`src/common/parity_xcvr_consts.svh`:
```
/*
  Offsets, field positions and reset values of the parity transceiver.
  Assumes inclusion by bare name from the package and the design file.
*/
`ifndef PARITY_XCVR_CONSTS_SVH
`define PARITY_XCVR_CONSTS_SVH

`define PX_DATA_W          8
`define PX_ADDR_W          12
`define PX_OFF_CTRL        12'h000
`define PX_OFF_STATUS      12'h004
`define PX_OFF_INT_STAT    12'h008
`define PX_OFF_INT_MASK    12'h00C
`define PX_CTRL_CLEAR_BIT  0
`define PX_CTRL_SAMPLE_BIT 1
`define PX_ST_FLAG_BIT     0
`define PX_ST_LINE_BIT     1
`define PX_ST_MODE_LSB     2
`define PX_INT_ERR_BIT     0
`define PX_INT_FORCE_BIT   1
`define PX_INT_W           2
`define PX_INT_MASK_RST    2'h0
`define PX_FLAG_RST        1'b1

`endif

```
`src/common/parity_xcvr_pkg.sv`:
```
/*
  Types shared by the parity transceiver design.
  Assumes the constants header is on the include path.
*/
`include "parity_xcvr_consts.svh"

package parity_xcvr_pkg;

  typedef enum logic [1:0] {
    MODE_A_TO_B,
    MODE_B_TO_A,
    MODE_ISOLATE,
    MODE_FORCED
  } mode_e;

  typedef logic [`PX_ADDR_W-1:0] addr_t;

endpackage : parity_xcvr_pkg

```
`src/rtl/parity_xcvr.sv`:
```
/*
  Eight-bit bus transceiver with odd parity generation, parity check and a
  sticky error flag, plus an APB register block with a masked interrupt.
  Assumes all pins are synchronous to pclk and an external pull-up on the
  open-drain error line.
*/
`timescale 1ns/100ps
`default_nettype none
`include "parity_xcvr_consts.svh"

module parity_xcvr
  import parity_xcvr_pkg::*;
#(
  parameter int DATA_W = `PX_DATA_W
) (
  input  wire logic              pclk,
  input  wire logic              presetn,
  input  wire logic              psel,
  input  wire logic              penable,
  input  wire logic              pwrite,
  input  wire logic [11:0]       paddr,
  input  wire logic [31:0]       pwdata,
  output logic      [31:0]       prdata,
  output logic                   pready,
  output logic                   pslverr,
  input  wire logic              a_side_drive_enable_n,
  input  wire logic              b_side_drive_enable_n,
  input  wire logic              fault_clear_n,
  input  wire logic              flag_clk,
  input  wire logic [DATA_W-1:0] a_bus_bit_in,
  output logic      [DATA_W-1:0] a_bus_bit_out,
  output logic      [DATA_W-1:0] a_bus_oe_n,
  input  wire logic [DATA_W-1:0] b_bus_bit_in,
  output logic      [DATA_W-1:0] b_bus_bit_out,
  output logic      [DATA_W-1:0] b_bus_oe_n,
  input  wire logic              parity_in,
  output logic                   parity_out,
  output logic                   parity_oe_n,
  input  wire logic              fault_in,
  output logic                   fault_out,
  output logic                   fault_oe_n,
  output logic                   irq
);

  function automatic mode_e decode_mode(input logic a_en_n,
                                        input logic b_en_n);
    mode_e m;
    case ({b_en_n, a_en_n})
      2'b01:   m = MODE_A_TO_B;
      2'b10:   m = MODE_B_TO_A;
      2'b11:   m = MODE_ISOLATE;
      default: m = MODE_FORCED;
    endcase
    return m;
  endfunction : decode_mode

  // High when the vector holds an odd count of ones
  function automatic logic odd_ones(input logic [DATA_W:0] v);
    return ^v;
  endfunction : odd_ones

  mode_e              mode;
  logic               a_odd;
  logic               b_nine_odd;

  assign mode       = decode_mode(a_side_drive_enable_n,
                                  b_side_drive_enable_n);
  assign a_odd      = odd_ones({1'b0, a_bus_bit_in});
  assign b_nine_odd = odd_ones({parity_in, b_bus_bit_in});

  // Bus drivers
  logic [DATA_W-1:0] a_out_reg, a_out_next, a_oe_reg, a_oe_next;
  logic [DATA_W-1:0] b_out_reg, b_out_next, b_oe_reg, b_oe_next;
  logic              par_reg, par_next, par_oe_reg, par_oe_next;

  always_comb begin
    a_out_next  = a_out_reg;
    b_out_next  = b_out_reg;
    par_next    = par_reg;
    a_oe_next   = '1;
    b_oe_next   = '1;
    par_oe_next = 1'b1;
    case (mode)
      MODE_A_TO_B: begin
        b_out_next  = a_bus_bit_in;
        b_oe_next   = '0;
        par_next    = ~a_odd;
        par_oe_next = 1'b0;
      end
      MODE_B_TO_A: begin
        a_out_next = b_bus_bit_in;
        a_oe_next  = '0;
      end
      MODE_FORCED: begin
        b_out_next  = a_bus_bit_in;
        b_oe_next   = '0;
        par_next    = a_odd;
        par_oe_next = 1'b0;
      end
      MODE_ISOLATE: begin
        a_oe_next   = '1;
        b_oe_next   = '1;
        par_oe_next = 1'b1;
      end
      default: begin
        a_oe_next = '1;
      end
    endcase
  end

  always_ff @(posedge pclk or negedge presetn) begin
    if (!presetn) begin
      a_out_reg  <= '0;
      b_out_reg  <= '0;
      par_reg    <= 1'b0;
      a_oe_reg   <= '1;
      b_oe_reg   <= '1;
      par_oe_reg <= 1'b1;
    end else begin
      a_out_reg  <= a_out_next;
      b_out_reg  <= b_out_next;
      par_reg    <= par_next;
      a_oe_reg   <= a_oe_next;
      b_oe_reg   <= b_oe_next;
      par_oe_reg <= par_oe_next;
    end
  end

  genvar gi;
  generate
    for (gi = 0; gi < DATA_W; gi++) begin : g_pins
      assign a_bus_bit_out[gi] = a_out_reg[gi];
      assign a_bus_oe_n[gi]    = a_oe_reg[gi];
      assign b_bus_bit_out[gi] = b_out_reg[gi];
      assign b_bus_oe_n[gi]    = b_oe_reg[gi];
    end
  endgenerate

  assign parity_out  = par_reg;
  assign parity_oe_n = par_oe_reg;

  // Error flag
  logic flag_reg, flag_next, fclk_reg;
  logic soft_clear, soft_sample, clear_act, sample, check_pass, check_mode;

  assign clear_act  = !fault_clear_n || soft_clear;
  assign sample     = (flag_clk && !fclk_reg) || soft_sample;
  // Other modes have no defined check, so the flag simply holds there
  assign check_mode = (mode == MODE_B_TO_A) || (mode == MODE_ISOLATE);
  assign check_pass = (mode == MODE_ISOLATE) ? a_odd : b_nine_odd;

  always_comb begin
    flag_next = flag_reg;
    if (clear_act)
      flag_next = 1'b1;
    else if (sample && check_mode)
      flag_next = check_pass && flag_reg;
  end

  always_ff @(posedge pclk or negedge presetn) begin
    if (!presetn) begin
      flag_reg <= `PX_FLAG_RST;
      fclk_reg <= 1'b0;
    end else begin
      flag_reg <= flag_next;
      fclk_reg <= flag_clk;
    end
  end

  // fault_clear_n releases the line in the same cycle; soft clear releases it one edge later, when flag_reg sets
  assign fault_out  = 1'b0;
  assign fault_oe_n = flag_reg || !fault_clear_n;

  // APB slave, zero wait states
  logic [`PX_INT_W-1:0] int_stat_reg, int_stat_next;
  logic [`PX_INT_W-1:0] int_mask_reg, int_mask_next;
  logic [31:0]          rdata_reg, rdata_next;
  logic                 err_reg, err_next;
  logic                 sclear_reg, sclear_next, smp_reg, smp_next;
  logic                 wr, rd, hit;
  logic [`PX_INT_W-1:0] events;
  mode_e                mode_reg;

  assign wr  = psel && penable && pwrite;
  assign rd  = psel && !penable && !pwrite;
  assign hit = (paddr == `PX_OFF_CTRL) || (paddr == `PX_OFF_STATUS) ||
               (paddr == `PX_OFF_INT_STAT) || (paddr == `PX_OFF_INT_MASK);
  assign soft_clear  = sclear_reg;
  assign soft_sample = smp_reg;

  always_comb begin
    events = '0;
    events[`PX_INT_ERR_BIT]   = flag_reg && !flag_next;
    events[`PX_INT_FORCE_BIT] = (mode == MODE_FORCED) &&
                                (mode_reg != MODE_FORCED);
  end

  always_comb begin
    int_mask_next = int_mask_reg;
    int_stat_next = int_stat_reg;
    sclear_next   = 1'b0;
    smp_next      = 1'b0;
    rdata_next    = rdata_reg;
    err_next      = 1'b0;
    if (wr && paddr == `PX_OFF_INT_STAT)
      int_stat_next = int_stat_reg & ~pwdata[`PX_INT_W-1:0];
    // A new event outranks a write-one-to-clear in the same cycle
    int_stat_next = int_stat_next | events;
    if (wr && paddr == `PX_OFF_INT_MASK)
      int_mask_next = pwdata[`PX_INT_W-1:0];
    if (wr && paddr == `PX_OFF_CTRL) begin
      sclear_next = pwdata[`PX_CTRL_CLEAR_BIT];
      smp_next = pwdata[`PX_CTRL_SAMPLE_BIT];
    end
    if (psel && !penable) begin
      err_next = !hit;
      if (rd) begin
        rdata_next = '0;
        case (paddr)
          `PX_OFF_STATUS: begin
            rdata_next[`PX_ST_FLAG_BIT] = flag_reg;
            rdata_next[`PX_ST_LINE_BIT] = fault_in;
            rdata_next[`PX_ST_MODE_LSB +: 2] = mode;
          end
          `PX_OFF_INT_STAT: rdata_next[`PX_INT_W-1:0] = int_stat_reg;
          `PX_OFF_INT_MASK: rdata_next[`PX_INT_W-1:0] = int_mask_reg;
          default:          rdata_next = '0;
        endcase
      end
    end
  end

  always_ff @(posedge pclk or negedge presetn) begin
    if (!presetn) begin
      int_stat_reg <= '0;
      int_mask_reg <= `PX_INT_MASK_RST;
      sclear_reg   <= 1'b0;
      smp_reg      <= 1'b0;
      rdata_reg    <= '0;
      err_reg      <= 1'b0;
      mode_reg     <= MODE_ISOLATE;
    end else begin
      int_stat_reg <= int_stat_next;
      int_mask_reg <= int_mask_next;
      sclear_reg   <= sclear_next;
      smp_reg      <= smp_next;
      rdata_reg    <= rdata_next;
      err_reg      <= err_next;
      mode_reg     <= mode;
    end
  end

  assign prdata  = rdata_reg;
  assign pready  = 1'b1;
  assign pslverr = err_reg && psel && penable;
  assign irq     = |(int_stat_reg & int_mask_reg);
endmodule : parity_xcvr

`default_nettype wire

```
`config.mk`:
```
export PLATFORM = sky130hd
export DESIGN_NAME = parity_xcvr
export DESIGN_NICKNAME = d
export VERILOG_FILES = /design/src/common/parity_xcvr_pkg.sv /design/src/rtl/parity_xcvr.sv
export VERILOG_INCLUDE_DIRS = /design/src /design/src/common
export SDC_FILE = /design/constraint.sdc
export NUM_CORES = 1
export LEC_CHECK = 0
export BUFFER_PORTS_ARGS = -buffer_cell sky130_fd_sc_hd__clkbuf_2
export CAP_MARGIN = 40
export CORE_ASPECT_RATIO = 1.2
export CORE_MARGIN = 2
export CORE_UTILIZATION = 45
export CTS_BUF_LIST = sky130_fd_sc_hd__clkbuf_2
export DETAILED_ROUTE_END_ITERATION = 8
export GPL_TIMING_DRIVEN = 0
export PLACE_DENSITY = 0.95
export SETUP_SLACK_MARGIN = 0.02
export SKIP_LAST_GASP = 1
export SLEW_MARGIN = 15
export SYNTH_ARGS = -nofsm -noshare
export SYNTH_HDL_FRONTEND = slang
export SYNTH_SLANG_ARGS = --single-unit
```
`constraint.sdc`:
```
create_clock -name pclk -period 2 [get_ports pclk]
set_clock_uncertainty 0.2 [all_clocks]
set_input_delay 0.1 -clock pclk [delete_from_list [all_inputs] [get_ports pclk]]
set_output_delay 0.1 -clock pclk [all_outputs]
set_load 0.02 [all_outputs]
```
# [Word level (Yosys, flattened, before mapping)]
# Index checks and enable logic that the tools add are counted.
[totals] mem_bits_rw=0 romBits=0 wordCells=79 out_inout_bits=71 regBits=49 mem_count=0 latchBits=0 inputBits=71
[op_classes] eq_ne=10 n_reduce_logical=35 order_cmp=0 n_bitwise=5 mux=14 mul=0 n_shift=0 n_div=0 n_addsub=0
[op_table] operator="$eq 12x4->1 const B" count=2
[op_table] operator="$reduce_xor 9->1" count=2
[op_table] operator="$mux 8" count=2
[op_table] operator="$logic_and 1x1->1" count=14
[op_table] operator="$eq 12x3->1 const B" count=1
[op_table] operator="$logic_not 12->1" count=1
[op_table] operator="$pmux 2 s3" count=2
[op_table] operator="$eq 2x2->1 const B" count=4
[op_table] operator="$logic_or 1x1->1" count=7
[op_table] operator="$mux 1" count=7
[op_table] operator="$logic_not 1->1" count=6
[op_table] operator="$and 2x2->2" count=2
[op_table] operator="$eq 2x1->1 const B" count=2
[op_table] operator="$mux 2" count=2
[op_table] operator="$reduce_or 2->1" count=2
[op_table] operator="$logic_not 2->1" count=1
[op_table] operator="$ne 2x2->1 const B" count=1
[op_table] operator="$not 2->2" count=1
[op_table] operator="$or 2x2->2" count=1
[op_table] operator="$pmux 1 s2" count=1
[op_table] operator="$reduce_and 2->1" count=1
[op_table] operator="$reduce_bool 2->1" count=1
[op_table] operator="$not 1->1" count=1

# [Longest topological paths before layout]
[logic_depth] depth_word=10 depth_mapped=6 depth_no_buf=5

# [Least setup slack after synthesis]
# No wires, ideal clock.
[synth_timing] kind="input-to-reg" startpoint="input port a_side_drive_enable_n" endpoint="register b_out_reg[0], in the netlist b_bus_bit_out[0]" arrival_ns=1.263 stages=4 path_buffers=0 setup_time_ns=0.125 slack_ns=0.412 t_required_ns=1.675 path_cell_list="inv_1 -> ha_1 -> xnor2_2 -> mux2_2"
[synth_between] elab_chain_len=4 word_cells_on_any_way=7 cone_classes="eq/ne (4); mux (1); reduce/logical (2)"
[synth_lines] item="start, declared" line="parity_xcvr.sv:26" rtl="input wire logic a_side_drive_enable_n,"
[synth_lines] item="$eq 2x2->1 or $eq 2x1->1 (tied branches)" line="parity_xcvr.sv:48" rtl="case ({b_en_n, a_en_n})"
[synth_lines] item="$pmux 2 s3 (*)" line="parity_xcvr.sv:48"
[synth_lines] item="$eq 2x2->1 or $logic_not 2->1 (tied branches)" line="parity_xcvr.sv:83" rtl="case (mode)"
[synth_lines] item="$reduce_or 2->1 (no source line) (*)"
[synth_lines] item="end signal, assigned" line="parity_xcvr.sv:121" rtl="b_out_reg <= b_out_next;"
[synth_lines] item="end, declared" line="parity_xcvr.sv:73" rtl="logic [DATA_W-1:0] b_out_reg, b_out_next, b_oe_reg, b_oe_next;"
# Every way passes the cells marked *; elsewhere a longest branch is shown, timed or not.
# A chain may end at the register's enable or synchronous reset.

# [Worst setup path in the final report]
[layout_timing] startpoint="input port b_side_drive_enable_n" endpoint="register b_out_reg[6], in the netlist b_bus_bit_out[6]"
[layout_between] elab_chain_len=4 word_cells_on_any_way=7 cone_classes="eq/ne (4); mux (1); reduce/logical (2)"
[layout_lines] item="start, declared" line="parity_xcvr.sv:27" rtl="input wire logic b_side_drive_enable_n,"
[layout_lines] item="$eq 2x2->1 or $eq 2x1->1 (tied branches)" line="parity_xcvr.sv:48"
[layout_lines] item="$pmux 2 s3 (*)" line="parity_xcvr.sv:48"
[layout_lines] item="$eq 2x2->1 or $logic_not 2->1 (tied branches)" line="parity_xcvr.sv:83"
[layout_lines] item="$reduce_or 2->1 (no source line) (*)"
# Marked as above.

==> metrics.yaml <==
floorplanning:
  die_area_mm2: 0.00489
  dieWidth_um: 64.2
  ios: 142
  rows: 26
  initial_utilization: 0.463
  core_mm2: 0.00423
  die_y_um: 76.2
critical_path:
  start_kind: "input pin"
  required_ps: 2080
  path_delay_family: "buffers and inverters"
  crit_slowest_cell: "dlygate4sd3_1"
  cp_slowest_stage_delay_ps: 580
  worstSetupEndpointType: "flip-flop"
  crit_chain: "clkbuf_2 -> dlygate4sd3_1 -> inv_1 -> ha_1 -> xnor2_4 -> mux2_2"
  crit_cells: 6
  reg2regPathDepth: 4
  worstSetupPathType: "input pin to flip-flop"
  cp_data_arrival_time_ps: 1960
  cp_max_fo: 10
  crit_buf_inv: 3
layout:
  n_antenna_cell: 0
  area_growth_pct: 51.2
  nNetsFinal: 402
  multi_input_area_um2: 837
  regArea_um2: 856
  fillers: 331
  final_util: 0.699
  drive_above_1_share: 0.494
timing:
  worst_slew_pin_slew_ps: 529
  period_needed_ps: 1890
  finalHoldViolations: 0
  setup_viol: 0
  rsz0062_at_grt: "false"
  relSlewSlack: 0.647
  final_max_slew_viol_count: 0
  fin_tns_setup_ps: 0
  max_freq_ghz: 0.530
  period_share: 0.944
global_route:
  grt_max_degree: 35
  overflow: 0
  grt_pass1_wl_mm: 7.11
  track_usage: 0.185
  grt_pass1_vias: 1636
  antenna_found_initial: 0
pwr:
  ir_worst_vdd_uv: 494
  power.density_mw_per_mm2: 687
  leakagePower_uw: 0.00157
clock_network:
  cts_setup_buffers: 0
  cts_sinks: 34
  clockRootBuffer: "clkbuf_2"
  cts_made_buffers: 5
  clkTransAtPathRegs_ps: 170
  ctsHtreeMaxLevel: 2
  clkLatencyLatePin_ps: 380
  clk_path_buf_depth: 2
  cts_tree: "yes"
min_path:
  min_path_type: "input pin to flip-flop"
  min_delay_path_depth: 4
drt:
  vias_per_cell: 4.42
  wl_per_cell_um: 12.0
  ant_nets: 0
  drc_errors: 0
  initialDrtViolationCount: 27
  dr.pass1.iters: 4
  wl_mm: 4.62
  via_count: 1698
synth:
  syn_inst: 179
  synth.yosys.warnings: 0
  ys_seq_elements: 34
  ys_seq_area_frac: 0.437
  avgSynthCellArea_um2: 10.9
  syn_area_mm2: 0.00196
  synth_cell_types: 32
placement:
  place.gp.congestion: 0.756
  dp_hpwl_mm: 3.14
  portBuffers: 80
status:
  status: "complete, no violations"
job:
  max_cap_viol_count: 0
-- final timing paths --
kind,from,endpoint,slack (ps)
setup / recovery,b_side_drive_enable_n,b_bus_bit_out[6],110
hold / removal,b_side_drive_enable_n,flag_reg,20
setup reg to reg,sclear_reg,int_stat_reg[0],520
hold reg to reg,prdata[0],prdata[0],310
max in group asynchronous,presetn,a_bus_oe_n[6],780
min in group asynchronous,presetn,int_mask_reg[1],380
-- cell usage after synthesis, drive strengths merged --
cell type   n  share of area
buf        45           0.17
and3        1         0.0032
ha          4          0.026
inv         9          0.017
nand2      10          0.019
or3b        1         0.0045
o21ai       3         0.0077
nor2        6          0.012
nand4       2         0.0064
dfstp       4          0.054
conb        2         0.0038
o32ai       1         0.0083
xnor2      12          0.058
nor4        2         0.0064
a22oi       2         0.0077
clkbuf      3         0.0058
nor3b       1         0.0038
xnor3       1          0.012
a22o        2         0.0090
nand3       1         0.0026
a2bb2oi     1         0.0045
dfrtp      30           0.38
nor3        1         0.0026
and4        1         0.0045
nor2b       2         0.0064
and2        3         0.0096
a211o       1         0.0045
o31ai       4          0.015
xor2        3          0.013
mux2       20           0.12
a21oi       1         0.0026
-- report_power, final --
group	internal (uW)	switching [uW]	total, uW
combinational	359	400	758
sequential	776	49.8	826
clock	223	225	448
total	1360	674	2030
-- metal layers --
layer | wire length, um | part of all wire | vias up | track usage
met2 | 2550 | 0.55 | 94 | 0.355
met3 | 410 | 0.089 | 13 | 0.0591
met4 | 80 | 0.017 | 0 | 0.0574
li1 | - | - | 814 | -
met5 | 0 | 0 | - | 0
met1 | 1580 | 0.34 | 777 | 0.183
-- cells by family after synthesis --
kind of cell             synth area share
buffers and inverters               0.196
flip-flops                          0.437
AND/OR/NAND/NOR                    0.0806
multiplexers                        0.115
XOR/XNOR                           0.0825
AO/OA/AOI/OAI                      0.0595
adder cells (fa/ha/maj)            0.0256
other                             0.00384
-- repair_timing --
action / in CTS / in global routing
hold buffers: 32 / 1
hold endpoints to repair: 61 / 2
gates resized for setup: 0 / 2
setup endpoints to repair: 0 / 11
-- final cells by class --
class	count	share of cell area
Sequential cell	34	0.289
Inverter	9	0.0114
Tap cell	56	0.0237
Multi-Input combinational cell	116	0.283
Clock buffer	7	0.0118
Clock inverter	1	0.0102
Timing Repair Buffer	114	0.254
Buffer	47	0.117
-- cell usage in the layout, fill, tap and decap left out, drive strengths merged --
cell type / count
nor3: 1
dlygate4sd3: 33
a22oi: 2
buf: 46
a21oi: 1
nand3: 1
a22o: 2
clkbuf: 89
nor2: 6
xnor3: 1
o32ai: 1
nor3b: 1
and4: 1
nand2: 10
xor2: 3
inv: 9
or3b: 1
dfstp: 4
o21ai: 3
ha: 4
nand4: 2
a2bb2oi: 1
dfrtp: 30
and3: 1
xnor2: 12
a211o: 1
and2: 3
nor2b: 2
nor4: 2
bufinv: 1
conb: 30
o31ai: 4
mux2: 20
-- worst min-delay path: cells and delay by family --
family	cells	cell delay [ps]
compound gates	1	130
fa+ha+maj	1	200
buf+inv	1	100
simple gates	1	90
-- stage by stage --
stage          instances  hold WS, ps  setup WS, ps  instance area (um2)  power, uW
3_3_place_gp         343         25.4           131                 2530       1520
6_report             384         20.1           112                 2960       2030
2_1_floorplan        207         -396           412                 2060       1320
4_1_cts              383       0.0318          31.3                 2920       2030
5_1_grt              384         29.4          45.7                 2960       2130
3_5_place_dp         343         27.8          82.7                 2530       1530
Power figures use the tool's default switching activity.
